===== config.mk =====
export PLATFORM = sky130hd
export DESIGN_NAME = ccr_ctrl
export DESIGN_NICKNAME = d
export VERILOG_FILES = /design/src/core/ccr_pkg.sv /design/src/core/ccr_busfree.sv /design/src/core/ccr_rxptr.sv /design/src/core/ccr_ctrl.sv
export SDC_FILE = /design/constraint.sdc
export NUM_CORES = 1
export LEC_CHECK = 0
export CORE_ASPECT_RATIO = 0.6
export CORE_MARGIN = 5
export CORE_UTILIZATION = 40
export DETAILED_ROUTE_END_ITERATION = 16
export DONT_BUFFER_PORTS = 1
export MAX_ROUTING_LAYER = met4
export PLACE_DENSITY = 0.55
export SYNTH_ARGS = -nofsm -noshare
export SYNTH_HDL_FRONTEND = slang
export SYNTH_HIERARCHICAL = 1
export SYNTH_SLANG_ARGS = --single-unit

===== constraint.sdc =====
create_clock -name pclk -period 2.4 [get_ports pclk]
set_input_delay 0.12 -clock pclk [delete_from_list [all_inputs] [get_ports pclk]]
set_output_delay 0.12 -clock pclk [all_outputs]
set_load 0.02 [all_outputs]

===== src/core/ccr_pkg.sv =====
// Purpose: constants, types and carriers for the CAN control/command register block
// Assumes: APB slave with 32-bit data, registers at index*4
// Notes:   one clock; the internal divided-by-two clock is a phase flag
// Behaviour
// - command address always reads all ones
// - bus-off raises error interrupt when enabled
// - entering reset mode rewinds receive fifo write pointer
// - transmitted message copied, no receive interrupt
// - hardware reset puts both pointers at zero
// - reset request rewinds write pointer to fifo start
// - control register at address zero, read/write
// - overrun enable gates overrun interrupt
// - error enable gates error/bus status changes
// - transmit enable gates transmit-done or buffer-free
// - receive enable gates error-free receive interrupt
// - reset request aborts transfer, clearing resumes
// - bit six stored, survives every reset
// - bit five always reads one
// - hardware reset and bus-off force reset request
// - written reset request changes on internal clock edge
// - held reset ignores clears; host reads back
// - normal exit waits one bus-free period
// - bus-off exit waits 128 bus-free periods
// - command register is write-only, triggers actions
// - command bits: send, cancel, release, clear, sleep

package ccr_pkg;

  // -------------------------------------------------------------
  // register map
  // -------------------------------------------------------------
  localparam logic [7:0]  IDX_CTRL   = 8'h00;
  localparam logic [7:0]  IDX_CMD    = 8'h01;
  localparam logic [7:0]  IDX_STATE  = 8'h10;
  localparam logic [11:0] ADDR_CTRL  = {2'h0, IDX_CTRL, 2'h0};
  localparam logic [11:0] ADDR_CMD   = {2'h0, IDX_CMD, 2'h0};
  localparam logic [11:0] ADDR_STATE = {2'h0, IDX_STATE, 2'h0};
  localparam logic [31:0] CMD_READ   = 32'h000000FF;

  // -------------------------------------------------------------
  // field positions and reset values
  // -------------------------------------------------------------
  localparam int CTL_REQ    = 0;
  localparam int CTL_RX_EN  = 1;
  localparam int CTL_TX_EN  = 2;
  localparam int CTL_ERR_EN = 3;
  localparam int CTL_OVR_EN = 4;
  localparam int CTL_ONE  = 5;
  localparam int CTL_FREE = 6;
  localparam int CTL_ZERO = 7;
  localparam int CMD_SEND = 0;
  localparam int CMD_CAN  = 1;
  localparam int CMD_REL  = 2;
  localparam int CMD_CLR  = 3;
  localparam int CMD_SLP  = 4;
  localparam logic [3:0]  IE_RESET = 4'h0;

  // -------------------------------------------------------------
  // bus-free timing and fifo
  // -------------------------------------------------------------
  localparam logic [3:0]  FREE_BITS   = 4'hB;
  localparam logic [7:0]  FREE_BUSOFF = 8'h80;
  localparam logic [7:0]  FREE_NORMAL = 8'h01;
  localparam int          PTR_W       = 6;
  localparam logic [5:0]  PTR_ZERO    = 6'h00;

  typedef enum {ST_RESET, ST_WAIT_FREE, ST_BUS_ON} ccr_mode_t;

  typedef struct packed {
    logic bus_off;
    logic err_status;
    logic overrun;
    logic tx_done;
    logic tx_buf_free;
    logic rx_ok;
    logic tx_copy;
  } ccr_evt_t;

  typedef struct packed {
    logic send_request;
    logic cancel_send;
    logic release_rx_slot;
    logic clear_overrun;
    logic sleep_command;
  } ccr_cmd_t;

  typedef struct packed {
    logic rx;
    logic tx;
    logic err;
    logic ovr;
  } ccr_irq_t;

endpackage : ccr_pkg


===== src/core/ccr_busfree.sv =====
// Purpose: detects bus-free periods of consecutive recessive bits
// Assumes: bit_tick is a one-cycle pulse per CAN bit, bus_level high is recessive
// Notes:   counting restarts whenever arm drops
`timescale 1ns/1ps

module ccr_busfree
(
  input  logic pclk,
  input  logic presetn,
  input  logic arm,
  input  logic bit_tick,
  input  logic bus_level,
  output logic free_pulse
);

  logic [3:0] cnt_r;
  wire        last = (cnt_r == 4'(ccr_pkg::FREE_BITS - 4'h1));

  always_ff @(posedge pclk or negedge presetn)
  begin
    if (!presetn)
    begin
      cnt_r      <= 4'h0;
      free_pulse <= 1'h0;
    end
    else
    begin
      free_pulse <= arm & bit_tick & bus_level & last;
      if (!arm || (bit_tick && !bus_level) || (bit_tick && last))
        cnt_r <= 4'h0;
      else if (bit_tick)
        cnt_r <= 4'(cnt_r + 4'h1);
    end
  end

endmodule : ccr_busfree


===== src/core/ccr_rxptr.sv =====
// Purpose: receive fifo read and write pointers
// Assumes: len is the length of the message being released or stored
// Notes:   rewind wins over advance in the same cycle
`timescale 1ns/1ps

module ccr_rxptr
(
  input  logic                       pclk,
  input  logic                       presetn,
  input  logic                       rewind,
  input  logic                       rel,
  input  logic                       adv,
  input  logic [ccr_pkg::PTR_W-1:0]  len,
  output logic [ccr_pkg::PTR_W-1:0]  rd_ptr,
  output logic [ccr_pkg::PTR_W-1:0]  wr_ptr
);

  always_ff @(posedge pclk or negedge presetn)
  begin
    if (!presetn)
    begin
      rd_ptr <= ccr_pkg::PTR_ZERO;
      wr_ptr <= ccr_pkg::PTR_ZERO;
    end
    else if (rewind)
    begin
      // the read pointer is the valid fifo start; stale data stays behind it
      wr_ptr <= rd_ptr;
    end
    else
    begin
      if (rel)
        rd_ptr <= PTR_ADD(rd_ptr, len);
      if (adv)
        wr_ptr <= PTR_ADD(wr_ptr, len);
    end
  end

  function automatic logic [ccr_pkg::PTR_W-1:0] PTR_ADD(input logic [ccr_pkg::PTR_W-1:0] a,
                                                        input logic [ccr_pkg::PTR_W-1:0] b);
    PTR_ADD = ccr_pkg::PTR_W'(a + b);
  endfunction : PTR_ADD

endmodule : ccr_rxptr


===== src/core/ccr_ctrl.sv =====
// Purpose: control and command registers of a CAN controller, reached over APB
// Assumes: event inputs synchronous to pclk, each event a one-cycle pulse, flags levels
// Notes:   one wait state on every APB access; a written reset request follows a divide-by-two phase
`timescale 1ns/1ps

module ccr_ctrl
(
  input  logic                       pclk,
  input  logic                       presetn,
  input  logic                       psel,
  input  logic                       penable,
  input  logic                       pwrite,
  input  logic [11:0]                paddr,
  input  logic [31:0]                pwdata,
  output logic [31:0]                prdata,
  output logic                       pready,
  output logic                       pslverr,
  input  ccr_pkg::ccr_evt_t          evt,
  input  logic [ccr_pkg::PTR_W-1:0]  msg_len,
  input  logic                       bit_tick,
  input  logic                       bus_level,
  output ccr_pkg::ccr_cmd_t          cmd,
  output ccr_pkg::ccr_irq_t          irq,
  output logic                       reset_mode,
  output logic                       abort_xfer,
  output logic                       bus_on,
  output logic                       rx_win_tx,
  output logic [ccr_pkg::PTR_W-1:0]  rd_ptr,
  output logic [ccr_pkg::PTR_W-1:0]  wr_ptr
);

  // -------------------------------------------------------------
  // state
  // -------------------------------------------------------------
  logic               reset_request_r;
  logic               reset_request_nxt;
  logic               phase_r;
  logic               pend_r;
  logic               pend_val_r;
  logic               cause_busoff_r;
  logic [3:0]         ie_r;
  logic               bit6_r;
  logic               bit7_r;
  logic               sleep_r;
  logic [7:0]         free_cnt_r;
  logic               err_prev_r;
  logic               bo_prev_r;
  logic               ovr_prev_r;
  ccr_pkg::ccr_mode_t state_r;
  ccr_pkg::ccr_mode_t state_nxt;
  logic               free_pulse;

  // -------------------------------------------------------------
  // apb decode
  // -------------------------------------------------------------
  wire acc       = psel & penable;
  wire done      = acc & pready;
  wire sel_ctrl  = (paddr == ccr_pkg::ADDR_CTRL);
  wire sel_cmd   = (paddr == ccr_pkg::ADDR_CMD);
  wire sel_state = (paddr == ccr_pkg::ADDR_STATE);
  wire mapped    = sel_ctrl | sel_cmd | sel_state;
  wire wr_ctrl   = done & pwrite & sel_ctrl;
  wire wr_cmd    = done & pwrite & sel_cmd;

  wire [7:0] ctrl_view = {bit7_r, bit6_r, 1'h1, ie_r, reset_request_r};

  wire [31:0] state_view = {10'h000, wr_ptr, 2'h0, rd_ptr, 3'h0, sleep_r, rx_win_tx,
                            cause_busoff_r, state_r == ccr_pkg::ST_WAIT_FREE, bus_on};

  wire [31:0] rd_mux;
  assign rd_mux = sel_ctrl ? {24'h000000, ctrl_view} :
                  sel_cmd  ? ccr_pkg::CMD_READ :
                  sel_state ? state_view : 32'h00000000;

  // -------------------------------------------------------------
  // apb answer: one wait cycle so prdata comes from a register
  // -------------------------------------------------------------
  always_ff @(posedge pclk or negedge presetn)
  begin
    if (!presetn)
    begin
      pready  <= 1'h0;
      pslverr <= 1'h0;
      prdata  <= 32'h00000000;
    end
    else
    begin
      pready  <= acc & ~pready;
      pslverr <= acc & ~pready & ~mapped;
      if (acc && !pready)
        prdata <= pwrite ? 32'h00000000 : rd_mux;
    end
  end

  // -------------------------------------------------------------
  // control register fields
  // -------------------------------------------------------------
  always_ff @(posedge pclk or negedge presetn)
  begin
    if (!presetn)
    begin
      ie_r   <= ccr_pkg::IE_RESET;
      bit7_r <= 1'h0;
    end
    else if (wr_ctrl)
    begin
      ie_r   <= pwdata[ccr_pkg::CTL_OVR_EN:ccr_pkg::CTL_RX_EN];
      bit7_r <= pwdata[ccr_pkg::CTL_ZERO];
    end
  end

  // no reset on purpose: this bit keeps its value through every reset
  always_ff @(posedge pclk)
  begin
    if (wr_ctrl)
      bit6_r <= pwdata[ccr_pkg::CTL_FREE];
  end

  // -------------------------------------------------------------
  // reset request and internal divided clock
  // -------------------------------------------------------------
  wire int_edge = phase_r;

  always_comb
  begin
    reset_request_nxt = reset_request_r;
    if (evt.bus_off)
      reset_request_nxt = 1'h1;
    else if (pend_r && int_edge)
      reset_request_nxt = pend_val_r;
  end

  always_ff @(posedge pclk or negedge presetn)
  begin
    if (!presetn)
    begin
      phase_r         <= 1'h0;
      pend_r          <= 1'h0;
      pend_val_r      <= 1'h0;
      reset_request_r <= 1'h1;
      cause_busoff_r  <= 1'h0;
    end
    else
    begin
      phase_r         <= ~phase_r;
      reset_request_r <= reset_request_nxt;
      if (wr_ctrl)
      begin
        pend_r     <= 1'h1;
        pend_val_r <= pwdata[ccr_pkg::CTL_REQ];
      end
      else if (int_edge)
        pend_r <= 1'h0;
      // the cause picks how many bus-free periods the exit must wait
      if (evt.bus_off && !reset_request_r)
        cause_busoff_r <= 1'h1;
      else if (pend_r && int_edge && pend_val_r && !reset_request_r)
        cause_busoff_r <= 1'h0;
    end
  end

  // -------------------------------------------------------------
  // mode sequencing
  // -------------------------------------------------------------
  wire [7:0] need = cause_busoff_r ? ccr_pkg::FREE_BUSOFF : ccr_pkg::FREE_NORMAL;

  always_comb
  begin
    state_nxt = state_r;
    case (state_r)
      ccr_pkg::ST_RESET:
        if (!reset_request_r)
          state_nxt = ccr_pkg::ST_WAIT_FREE;
      ccr_pkg::ST_WAIT_FREE:
        if (reset_request_r)
          state_nxt = ccr_pkg::ST_RESET;
        else if (free_pulse && (8'(free_cnt_r + 8'h01) == need))
          state_nxt = ccr_pkg::ST_BUS_ON;
      default:
        if (reset_request_r)
          state_nxt = ccr_pkg::ST_RESET;
    endcase
  end

  always_ff @(posedge pclk or negedge presetn)
  begin
    if (!presetn)
    begin
      state_r    <= ccr_pkg::ST_RESET;
      free_cnt_r <= 8'h00;
      bus_on     <= 1'h0;
    end
    else
    begin
      state_r <= state_nxt;
      bus_on  <= (state_nxt == ccr_pkg::ST_BUS_ON);
      if (state_r != ccr_pkg::ST_WAIT_FREE)
        free_cnt_r <= 8'h00;
      else if (free_pulse)
        free_cnt_r <= 8'(free_cnt_r + 8'h01);
    end
  end

  ccr_busfree u_busfree
  (
    .pclk       (pclk),
    .presetn    (presetn),
    .arm        (state_r == ccr_pkg::ST_WAIT_FREE),
    .bit_tick   (bit_tick),
    .bus_level  (bus_level),
    .free_pulse (free_pulse)
  );

  // -------------------------------------------------------------
  // abort, receive window and pointers
  // -------------------------------------------------------------
  wire req_rise = reset_request_nxt & ~reset_request_r;

  always_ff @(posedge pclk or negedge presetn)
  begin
    if (!presetn)
    begin
      reset_mode <= 1'h1;
      abort_xfer <= 1'h0;
      rx_win_tx  <= 1'h0;
    end
    else
    begin
      reset_mode <= reset_request_nxt;
      abort_xfer <= req_rise;
      // a transmitted copy sits in the window until the next message overwrites it
      if (evt.rx_ok)
        rx_win_tx <= 1'h0;
      else if (evt.tx_copy)
        rx_win_tx <= 1'h1;
    end
  end

  // tx copies never advance the write pointer, so the area is not locked
  ccr_rxptr u_rxptr
  (
    .pclk    (pclk),
    .presetn (presetn),
    .rewind  (req_rise),
    .rel     (cmd.release_rx_slot),
    .adv     (evt.rx_ok),
    .len     (msg_len),
    .rd_ptr  (rd_ptr),
    .wr_ptr  (wr_ptr)
  );

  // -------------------------------------------------------------
  // command decode
  // -------------------------------------------------------------
  wire cmd_live = wr_cmd & ~reset_request_r;

  always_ff @(posedge pclk or negedge presetn)
  begin
    if (!presetn)
    begin
      cmd     <= '{default: 1'h0};
      sleep_r <= 1'h0;
    end
    else
    begin
      cmd.send_request    <= cmd_live & pwdata[ccr_pkg::CMD_SEND];
      cmd.cancel_send     <= cmd_live & pwdata[ccr_pkg::CMD_CAN];
      cmd.release_rx_slot <= wr_cmd & pwdata[ccr_pkg::CMD_REL];
      cmd.clear_overrun   <= wr_cmd & pwdata[ccr_pkg::CMD_CLR];
      cmd.sleep_command   <= sleep_r;
      // sleep cannot be entered until the bus has been seen free
      if (reset_request_r)
        sleep_r <= 1'h0;
      else if (wr_cmd)
        sleep_r <= pwdata[ccr_pkg::CMD_SLP] & bus_on;
    end
  end

  // -------------------------------------------------------------
  // interrupt signals
  // -------------------------------------------------------------
  wire err_chg = (evt.err_status ^ err_prev_r) | (evt.bus_off ^ bo_prev_r);

  always_ff @(posedge pclk or negedge presetn)
  begin
    if (!presetn)
    begin
      irq        <= '{default: 1'h0};
      err_prev_r <= 1'h0;
      bo_prev_r  <= 1'h0;
      ovr_prev_r <= 1'h0;
    end
    else
    begin
      err_prev_r <= evt.err_status;
      bo_prev_r  <= evt.bus_off;
      ovr_prev_r <= evt.overrun;
      irq.rx  <= ie_r[ccr_pkg::CTL_RX_EN-1] & evt.rx_ok;
      irq.tx  <= ie_r[ccr_pkg::CTL_TX_EN-1] & (evt.tx_done | evt.tx_buf_free);
      irq.err <= ie_r[ccr_pkg::CTL_ERR_EN-1] & err_chg;
      irq.ovr <= ie_r[ccr_pkg::CTL_OVR_EN-1] & evt.overrun & ~ovr_prev_r;
    end
  end

  // -------------------------------------------------------------
  // checks
  // -------------------------------------------------------------
  a_cmd_reads_ones: assert property (@(posedge pclk) disable iff (!presetn)
    done && sel_cmd && !pwrite |-> prdata == ccr_pkg::CMD_READ)
    else $error("command read not all ones");

  a_bit5_one: assert property (@(posedge pclk) disable iff (!presetn)
    done && sel_ctrl && !pwrite |-> prdata[ccr_pkg::CTL_ONE] && prdata[31:8] == 24'h000000)
    else $error("control bit five not one");

  a_busoff_forces_req: assert property (@(posedge pclk) disable iff (!presetn)
    evt.bus_off |=> reset_request_r && reset_mode)
    else $error("bus-off did not force reset request");

  a_req_sync_edge: assert property (@(posedge pclk) disable iff (!presetn)
    $changed(reset_request_r) && !$past(evt.bus_off) |-> $past(phase_r) && $past(pend_r))
    else $error("reset request changed off internal edge");

  a_req_abort_rewind: assert property (@(posedge pclk) disable iff (!presetn)
    $rose(reset_request_r) |-> abort_xfer && wr_ptr == rd_ptr)
    else $error("reset entry without abort or rewind");

  a_rx_irq_cause: assert property (@(posedge pclk) disable iff (!presetn)
    irq.rx |-> $past(evt.rx_ok) && $past(ie_r[ccr_pkg::CTL_RX_EN-1]))
    else $error("receive interrupt without received message");

  a_ovr_irq_edge: assert property (@(posedge pclk) disable iff (!presetn)
    $rose(evt.overrun) && ie_r[ccr_pkg::CTL_OVR_EN-1] |=> irq.ovr ##1 (!irq.ovr || $rose(evt.overrun)))
    else $error("overrun interrupt missing or stuck");

  a_err_on_busoff: assert property (@(posedge pclk) disable iff (!presetn)
    $rose(evt.bus_off) && ie_r[ccr_pkg::CTL_ERR_EN-1] |=> irq.err)
    else $error("bus-off without error interrupt");

  a_one_free_exit: assert property (@(posedge pclk) disable iff (!presetn)
    state_r == ccr_pkg::ST_WAIT_FREE && !cause_busoff_r && free_pulse && !reset_request_r
    |=> bus_on)
    else $error("no bus-on after one bus-free period");

  a_busoff_128: assert property (@(posedge pclk) disable iff (!presetn)
    $rose(bus_on) && $past(cause_busoff_r) |-> $past(free_cnt_r) == 8'h7F)
    else $error("bus-on before 128 bus-free periods");

  a_ie_write: assert property (@(posedge pclk) disable iff (!presetn)
    wr_ctrl |=> ie_r == $past(pwdata[ccr_pkg::CTL_OVR_EN:ccr_pkg::CTL_RX_EN]))
    else $error("control write not stored");

endmodule : ccr_ctrl


# After elaboration in Yosys (flattened, before gate mapping)
# Cells that the tools add are included.
# totals
register_bits,118
inputBits,64
wordCells,129
# op_classes
n_addsub,4
n_eq_ne,8
mux,26
bitwise,34
reduce_logical,24
# op_table
op,n
$mux 32,4
$mux 22,4
$pmux 32 s2,1
$eq 32x1->1 const B,1
$eq 32x2->1 const B,1
$eq 32x3->1 const B,1
$logic_not 32->1,1
$ne 32x2->1 const B,1
$mux 8,3
$and 1x1->1,22
$reduce_bool 2->1,7
$add 6x6->6,2
$eq 12x3->1 const B,1
$eq 12x7->1 const B,1
$logic_not 12->1,1
$mux 6,2
$mux 1,10
$add 8x1->8 const B,1
$eq 8x8->1,1
$logic_and 1x1->1,8
$mux 4,2
$not 1->1,6
$add 4x1->4 const B,1
$eq 4x4->1 const B,1
other kinds (5),13

# Depth between registers and ports, before layout
# Gate-level depths: netlist (run 1).
# logic_depth
ltp_word,7
mapped_depth,8

# By module
# The synthesis (run 1) kept the hierarchy.
# by_module_without_submodules
mod,n_inst,cells_per_inst,area_per_inst_um2,seq_area_each_um2
ccr_ctrl,1,314,3678.5,2233.4
ccr_rxptr,1,100,922.1,300.3
ccr_busfree,1,25,255.2,125.1

# Least setup slack after synthesis (run 1)
# OpenSTA, ideal clock, no wires.
# synth_timing
kind,register to register
from,"register, netlist name reset_mode"
to,register u_rxptr/rd_ptr[5] (netlist name)
t_arrival_ns,1.863
path_slack_ns,0.406
stages_incl_launch_ff,8
n_path_buf,2
synth_period_minus_slack_ns,1.994
cell_sequence,dfstp_2 -> buf_1 -> nor2_1 -> nand2b_1 -> buf_2 -> nor4b_1 -> a311oi_1 -> xnor2_1
# synth_lines
element,line,text
"end signal, assigned",ccr_rxptr.sv:22,rd_ptr <= ccr_pkg::PTR_ZERO;
"end signal, assigned",ccr_rxptr.sv:33,"rd_ptr <= PTR_ADD(rd_ptr, len);"
"end, declared",ccr_rxptr.sv:14,"output logic [ccr_pkg::PTR_W-1:0] rd_ptr,"

# Worst setup path after layout (run 1)
# layout_timing
from,register u_rxptr/wr_ptr[0] (netlist name)
to,register u_rxptr/wr_ptr[4] (netlist name)
# layout_between
elab_chain_len,3
# layout_lines
element,line,text
"start, declared",ccr_rxptr.sv:15,output logic [ccr_pkg::PTR_W-1:0] wr_ptr
"start signal, assigned",ccr_rxptr.sv:23,wr_ptr <= ccr_pkg::PTR_ZERO;
"start signal, assigned",ccr_rxptr.sv:28,wr_ptr <= rd_ptr;
"start signal, assigned",ccr_rxptr.sv:35,"wr_ptr <= PTR_ADD(wr_ptr, len);"
$add 6x6->6,ccr_rxptr.sv:41,PTR_ADD = ccr_pkg::PTR_W'(a + b);
$mux 6,ccr_rxptr.sv:34,if (adv)
$mux 6,ccr_rxptr.sv:25,else if (rewind)
# No other way between the ends. The select of a mux whose other input is x is not followed.
# A chain may end at the register's enable or synchronous reset.

==> flow_summary.toml, run 1 <==
[run_status]
status = "finished with violations"
violations = "hold timing"

[clocking]
path_clk_slew_ps = 70
clock_path_buffers = 2
cts_resized = 0
cts_hold_buf = 19
clock_sinks = 106
root_buffer = "clkbuf_16"
clk_latency_ps = 340
cts_buffers = 9
cts_tree = "done"
h-tree-depth = 3

[yosys]
ys_types = 61
synth_area_um2 = 4860
synth_commonest_cells = "dfrtp_1 (104), nand2_1 (55), and2_1 (25)"
synth_seq_area_share_pct = 54.8
synth_warnings = 6
synth_cells = 439
yosysMostFrequentCell = "dfrtp_1"
synthArstFlopShare_pct = 99.1
synth_top_area_cell = "dfrtp_1"
yosys_most_used_dff = "dfrtp_1"
synth-edff-count = 1
netlist.area_leader.share_pct = 53.6
synth_seq_cells = 106
synthTopCellsByArea = "dfrtp_1 (54%), nand2_1 (4.3%), ha_1 (3.3%)"
avgSynthCellArea_um2 = 11.1

[timing]
final-setup-viol-count = 0
fin_skew_ps = 8.86
hold_slack_ps = -528
fin_tns_setup_ps = 0
timing.fmax_mhz = 488
period_needed_ps = 2050
rsz0062_at_grt = "false"
min_period_over_period_pct = 85.4
drv_slew = 0
slew_headroom_pct = 56.0
fin_ws_ps = 350
hold_viol_final = 105
tightestPinTransition_ps = 655

[route]
via_per_inst = 5.22
drt_iter0_drc = 170
firstDrtPassIters = 4
wl_per_cell_um = 17.2
wl_mm = 10.9
num_vias = 3297
ant_nets = 0
drc_errors = 0

[grt]
grt_pass1_wl_mm = 17.8
grt.overflow.total = 0
grt_max_degree = 106
grt_pass1_vias = 3158
antenna_found_initial = 2
grt_usage_pct = 16.3

[power_and_ir_drop]
leakage_nw = 2.54
power_density_nw_per_um2 = 688
ir_drop_v = 0.000294
power.total_mw = 3.77

[cells_and_area]
drive_gt1_share_pct = 10.8
syn2layout_area_growth_pct = 12.8
fin_nets = 540
fin_util_pct = 45.7

[critical_path]
critPathRequiredTime_ps = 2630
end_kind = "flop"
r2r_end = "u_rxptr/wr_ptr[4]"
path_class = "flop to flop"
critPathLaunchType = "flop"
reg2reg_from = "u_rxptr/wr_ptr[0]"
arrival_ps = 2280
reg2reg_slack_ps = 350
reg2regPathDepth = 8
path_max_fanout = 4

[place]
pre_cts_slack_ps = 309
dp_hpwl_mm = 7.75
port-buffer-count = 0
gp_congestion = 0.836

[floorplan]
fp.dieH_um = 95.3
fp.dieW_um = 152
rows = 31
pin_count = 123
coreArea_um2 = 12000
start_util_pct = 40.5
fp.dieArea_um2 = 14500

[worst_hold_path]
hold_class = "input pin to asynchronous set/reset pin"

[run]
drv_cap = 0
-- per-layer routing --
metal	vias up	track usage [%]	routed length (um)
li1	1554	-	-
met1	1636	24.5	5650
met2	99	20.4	4330
met3	8	5.49	806
met4	0	4.26	112
met5	-	-	0
-- stage by stage --
step	area (um2)	cells
after floorplan	4900	450
after global placement	5010	596
after detailed placement	5010	596
after CTS	5470	629
after global routing	5480	632
final	5480	632
-- final cells by class --
cell class,instances,area (um2)
fillers,1114,6510
flip-flops and latches,106,2660
multi-input cells,300,2010
repair buffers,30,273
clock buffers,12,256
well taps,165,206
inverters,14,52.6
clock inverters,2,15.0
diodes,3,7.51
-- worst max-delay path, stage by stage, from the launching register on --
cell     delay (ps)
dfrtp_1         500
ha_1            300
inv_1            80
fa_1            230
nor2b_1          70
o21a_1          170
or3_1           310
a31oi_1         190
o21ai_1          70
-- sequential cells by signal, indices dropped and copies added, names as in the netlist, 4 cells and up --
signal and count:
irq 4, u_rxptr/rd_ptr 6, ie_r 4, cmd 5, state_r 32, u_rxptr/wr_ptr 6, free_cnt_r 8, u_busfree/cnt_r 4
prdata 20
-- worst max path at each step --
stage                                   end  cells past startpoint               from  slack [ps]
final                     u_rxptr/wr_ptr[4]                      8  u_rxptr/wr_ptr[0]         350
after global routing                 bus_on                      5         state_r[9]         130
after CTS                            bus_on                      5         state_r[9]         300
after detailed placement             bus_on                      5         state_r[9]         310
after global placement               bus_on                      5         state_r[9]         350
after floorplan           u_rxptr/rd_ptr[5]                      7         reset_mode         410
-- repair_timing --
| action | CTS | global route |
|---|---|---|
| hold endpoints to repair | 139 | 105 |
| buffers inserted | 0 | 0 |
| endpoints found under the setup margin | 0 | 0 |
-- layout by cell type, fill, tap and decap left out, types with 5 or more instances in the layout --
cell	synthesis	layout
a21o_1	5	5
a21oi_1	11	11
a22o_1	12	12
and2_1	25	25
and2_2	5	5
buf_4	12	11
clkbuf_16	0	9
conb_1	1	12
dfrtp_1	104	104
dlygate4sd3_1	0	19
ha_1	13	13
inv_1	14	14
nand2_1	55	55
nand3_1	6	6
nand4_1	8	8
nor2_1	24	24
nor2b_1	9	9
nor3_1	6	6
nor4_2	9	9
o21ai_0	17	17
or3_1	6	6
xnor2_1	9	9
xor2_1	8	8
-- where the power goes --
| part | switching (mW) | internal (mW) | total, mW | leakage (nW) |
|---|---|---|---|---|
| combinational | 0.217 | 0.190 | 0.407 | 0.975 |
| sequential | 0.154 | 1.85 | 2.00 | 1.44 |
| clock | 0.610 | 0.749 | 1.36 | 0.127 |
-- kinds of logic after synthesis --
group                      count (synthesis)  synth area share, %
DFF                                      106                 54.8
xor gates and xnor gates                  17                 3.07
buffers and inverters                     44                 4.79
AOI/OAI and AO/OA                         76                 11.6
adders and majority gates                 15                 4.17
and+or+nand+nor                          176                 20.7
other                                      1               0.0772
muxes                                      4                0.825
Note: power is estimated with default switching activity, not from simulation.
==> run 2, diff against run 1 <==
--- a/config.mk
+++ b/config.mk
@@ -8,6 +8,7 @@
 export CORE_ASPECT_RATIO = 0.6
 export CORE_MARGIN = 5
 export CORE_UTILIZATION = 40
+export CTS_BUF_LIST = sky130_fd_sc_hd__clkbuf_4
 export DETAILED_ROUTE_END_ITERATION = 16
 export DONT_BUFFER_PORTS = 1
 export MAX_ROUTING_LAYER = met4
==> constraint.sdc (replaced) <==
create_clock -name pclk -period 2.4 [get_ports pclk]
set_input_delay 0.12 -clock pclk [delete_from_list [all_inputs] [get_ports pclk]]
set_output_delay 0.12 -clock pclk [all_outputs]
set_load 0.01 [all_outputs]
==> flow_summary.toml, run 2 (synthesis gave the netlist of run 1 again) <==
[clocking]
root_buffer = "clkbuf_4"
cts_tree = "done"
cts_resized = 0
h-tree-depth = 3
cts_hold_buf = 27
path_clk_slew_ps = 160
clock_path_buffers = 2
post-cts-setup-buffer-count = 0
clock_sinks = 106
cts_buffers = 9
clk_latency_ps = 460

[route]
drc_errors = 0
wl_per_cell_um = 17.3
drt_iter0_drc = 140
ant_nets = 0
firstDrtPassIters = 4
via_per_inst = 5.10
num_vias = 3272
wl_mm = 11.1

[power_and_ir_drop]
sw_frac_of_total_pct = 27.4
pwr-share-comb_pct = 12.6
leakage_nw = 2.51
power_density_nw_per_um2 = 603
p_clk_share_pct = 27.3
switchingPower_mw = 0.893
power_frac_seq_pct = 60.0
ir_drop_v = 0.000253
p_int_mw = 2.37

[floorplan]
pin_count = 123
coreArea_um2 = 12000
rows = 31
start_util_pct = 40.5
fp.dieH_um = 95.3
fp.dieArea_um2 = 14500
fp.dieW_um = 152

[cells_and_area]
reg.largest.list = "state_r: 32 flops, prdata: 20 flops, free_cnt_r: 8 flops"
largest_reg_flops = 32
final_cell_mix = "dfrtp_1 (104), nand2_1 (55), dlygate4sd3_1 (27)"
fin_nets = 547
syn2layout_area_growth_pct = 11.4
drive_gt1_share_pct = 10.6
top_register = "state_r"
fin_area_um2 = 5410
fillers = 1106
layout_commonest_cell = "dfrtp_1"

[critical_path]
path_class = "flop to flop"
cp_num_buf_inv = 0
reg2reg_from = "state_r[9]"
arrival_ps = 2400
max_stage_delay_ps = 440
end_kind = "flop"
cp_common_cell = "nand4_2"
critPathRequiredTime_ps = 2770
r2r_end = "bus_on"
reg2regPathDepth = 5
path_max_fanout = 4
crit_slowest_cell = "nor4_2"
crit_chain = "nor4_2, nand4_2, nor4b_2, nand4_2, a2111oi_2"
path_delay_family = "simple AND/OR/NAND/NOR gates"
reg2reg_slack_ps = 370
critPathLaunchType = "flop"

[grt]
grt_max_degree = 106
grt.overflow.total = 0
antenna_found_initial = 2
grt_usage_pct = 16.0
grt_pass1_vias = 3250
grt_pass1_wl_mm = 17.6

[run_status]
violations = "hold timing"
status = "finished with violations"

[run]
drv_cap = 0

[timing]
timing.fmax_mhz = 492
period_needed_ps = 2030
hold_slack_ps = -672
fin_tns_setup_ps = 0
fin_skew_ps = 34.8
final-setup-viol-count = 0
drv_slew = 0
tightestPinTransition_ps = 566
rsz0062_at_grt = "false"
min_period_over_period_pct = 84.7
slew_headroom_pct = 62.3
hold_viol_final = 105

[place]
port-buffer-count = 0
gp_congestion = 0.809
dp_hpwl_mm = 7.76
placed_area_um2 = 5000

[worst_hold_path]
hold_class = "input pin to asynchronous set/reset pin"
## run 2: cell count changes in the layout (fill, tap and decap cells not counted), moves of 2 or more
cell           change
dlygate4sd3_1      +8
clkbuf_4          +10
clkbuf_16          -9
clkbuf_8           -2
clkinvlp_4         -2
clkinv_2           +2
clkinv_1           +2
## run 2: worst max path at each step
stage / startpoint / end / slack, ps / depth (start not counted)
after global placement: state_r[9] / bus_on / 340 / 5
after detailed placement: state_r[21] / bus_on / 320 / 5
after floorplan: reset_mode / u_rxptr/rd_ptr[5] / 460 / 7
after global routing: state_r[21] / bus_on / 160 / 5
after CTS: state_r[21] / bus_on / 330 / 5
final: state_r[9] / bus_on / 370 / 5
## run 2: through the flow
stage | power (mW) | instances | hold WS [ps] | utilization, % | worst slack (ps)
floorplan | 2.28 | 450 | -176 | - | 456
global placement | 2.35 | 595 | -172 | 41.7 | 342
detailed placement | 2.36 | 595 | -172 | 41.7 | 322
CTS | 3.31 | 638 | -725 | 45.1 | 334
global route | 3.42 | 641 | -737 | 45.1 | 163
finish | 3.26 | 641 | -672 | 45.1 | 367
## run 2: area by class of cell
| type | instances | area [um2] | share of cell area, % |
|---|---|---|---|
| timing repair buffer | 37 | 345 | 6.39 |
| clock buffer | 10 | 75.1 | 1.39 |
| tap | 165 | 206 | 3.82 |
| sequential | 106 | 2660 | 49.2 |
| inverter | 14 | 52.6 | 0.972 |
| multi-input combinational | 300 | 2010 | 37.1 |
| clock inverter | 6 | 56.3 | 1.04 |
| antenna | 3 | 7.51 | 0.139 |
## run 2: metal layers
layer / global-route usage, % / part of all wire [%]
met1: 23.6 / 53
met2: 20.7 / 40
met3: 5.67 / 6.6
met4: 3.66 / 0.84
met5: - / 0
## run 2: power by group through the flow
stage | clock network, mW | registers, mW | logic (mW)
2_1_floorplan | 0 | 1.96 | 0.322
3_3_place_gp | 0 | 1.99 | 0.355
3_5_place_dp | 0 | 1.99 | 0.364
4_1_cts | 0.944 | 1.96 | 0.407
5_1_grt | 1.00 | 1.97 | 0.459
6_report | 0.891 | 1.96 | 0.412
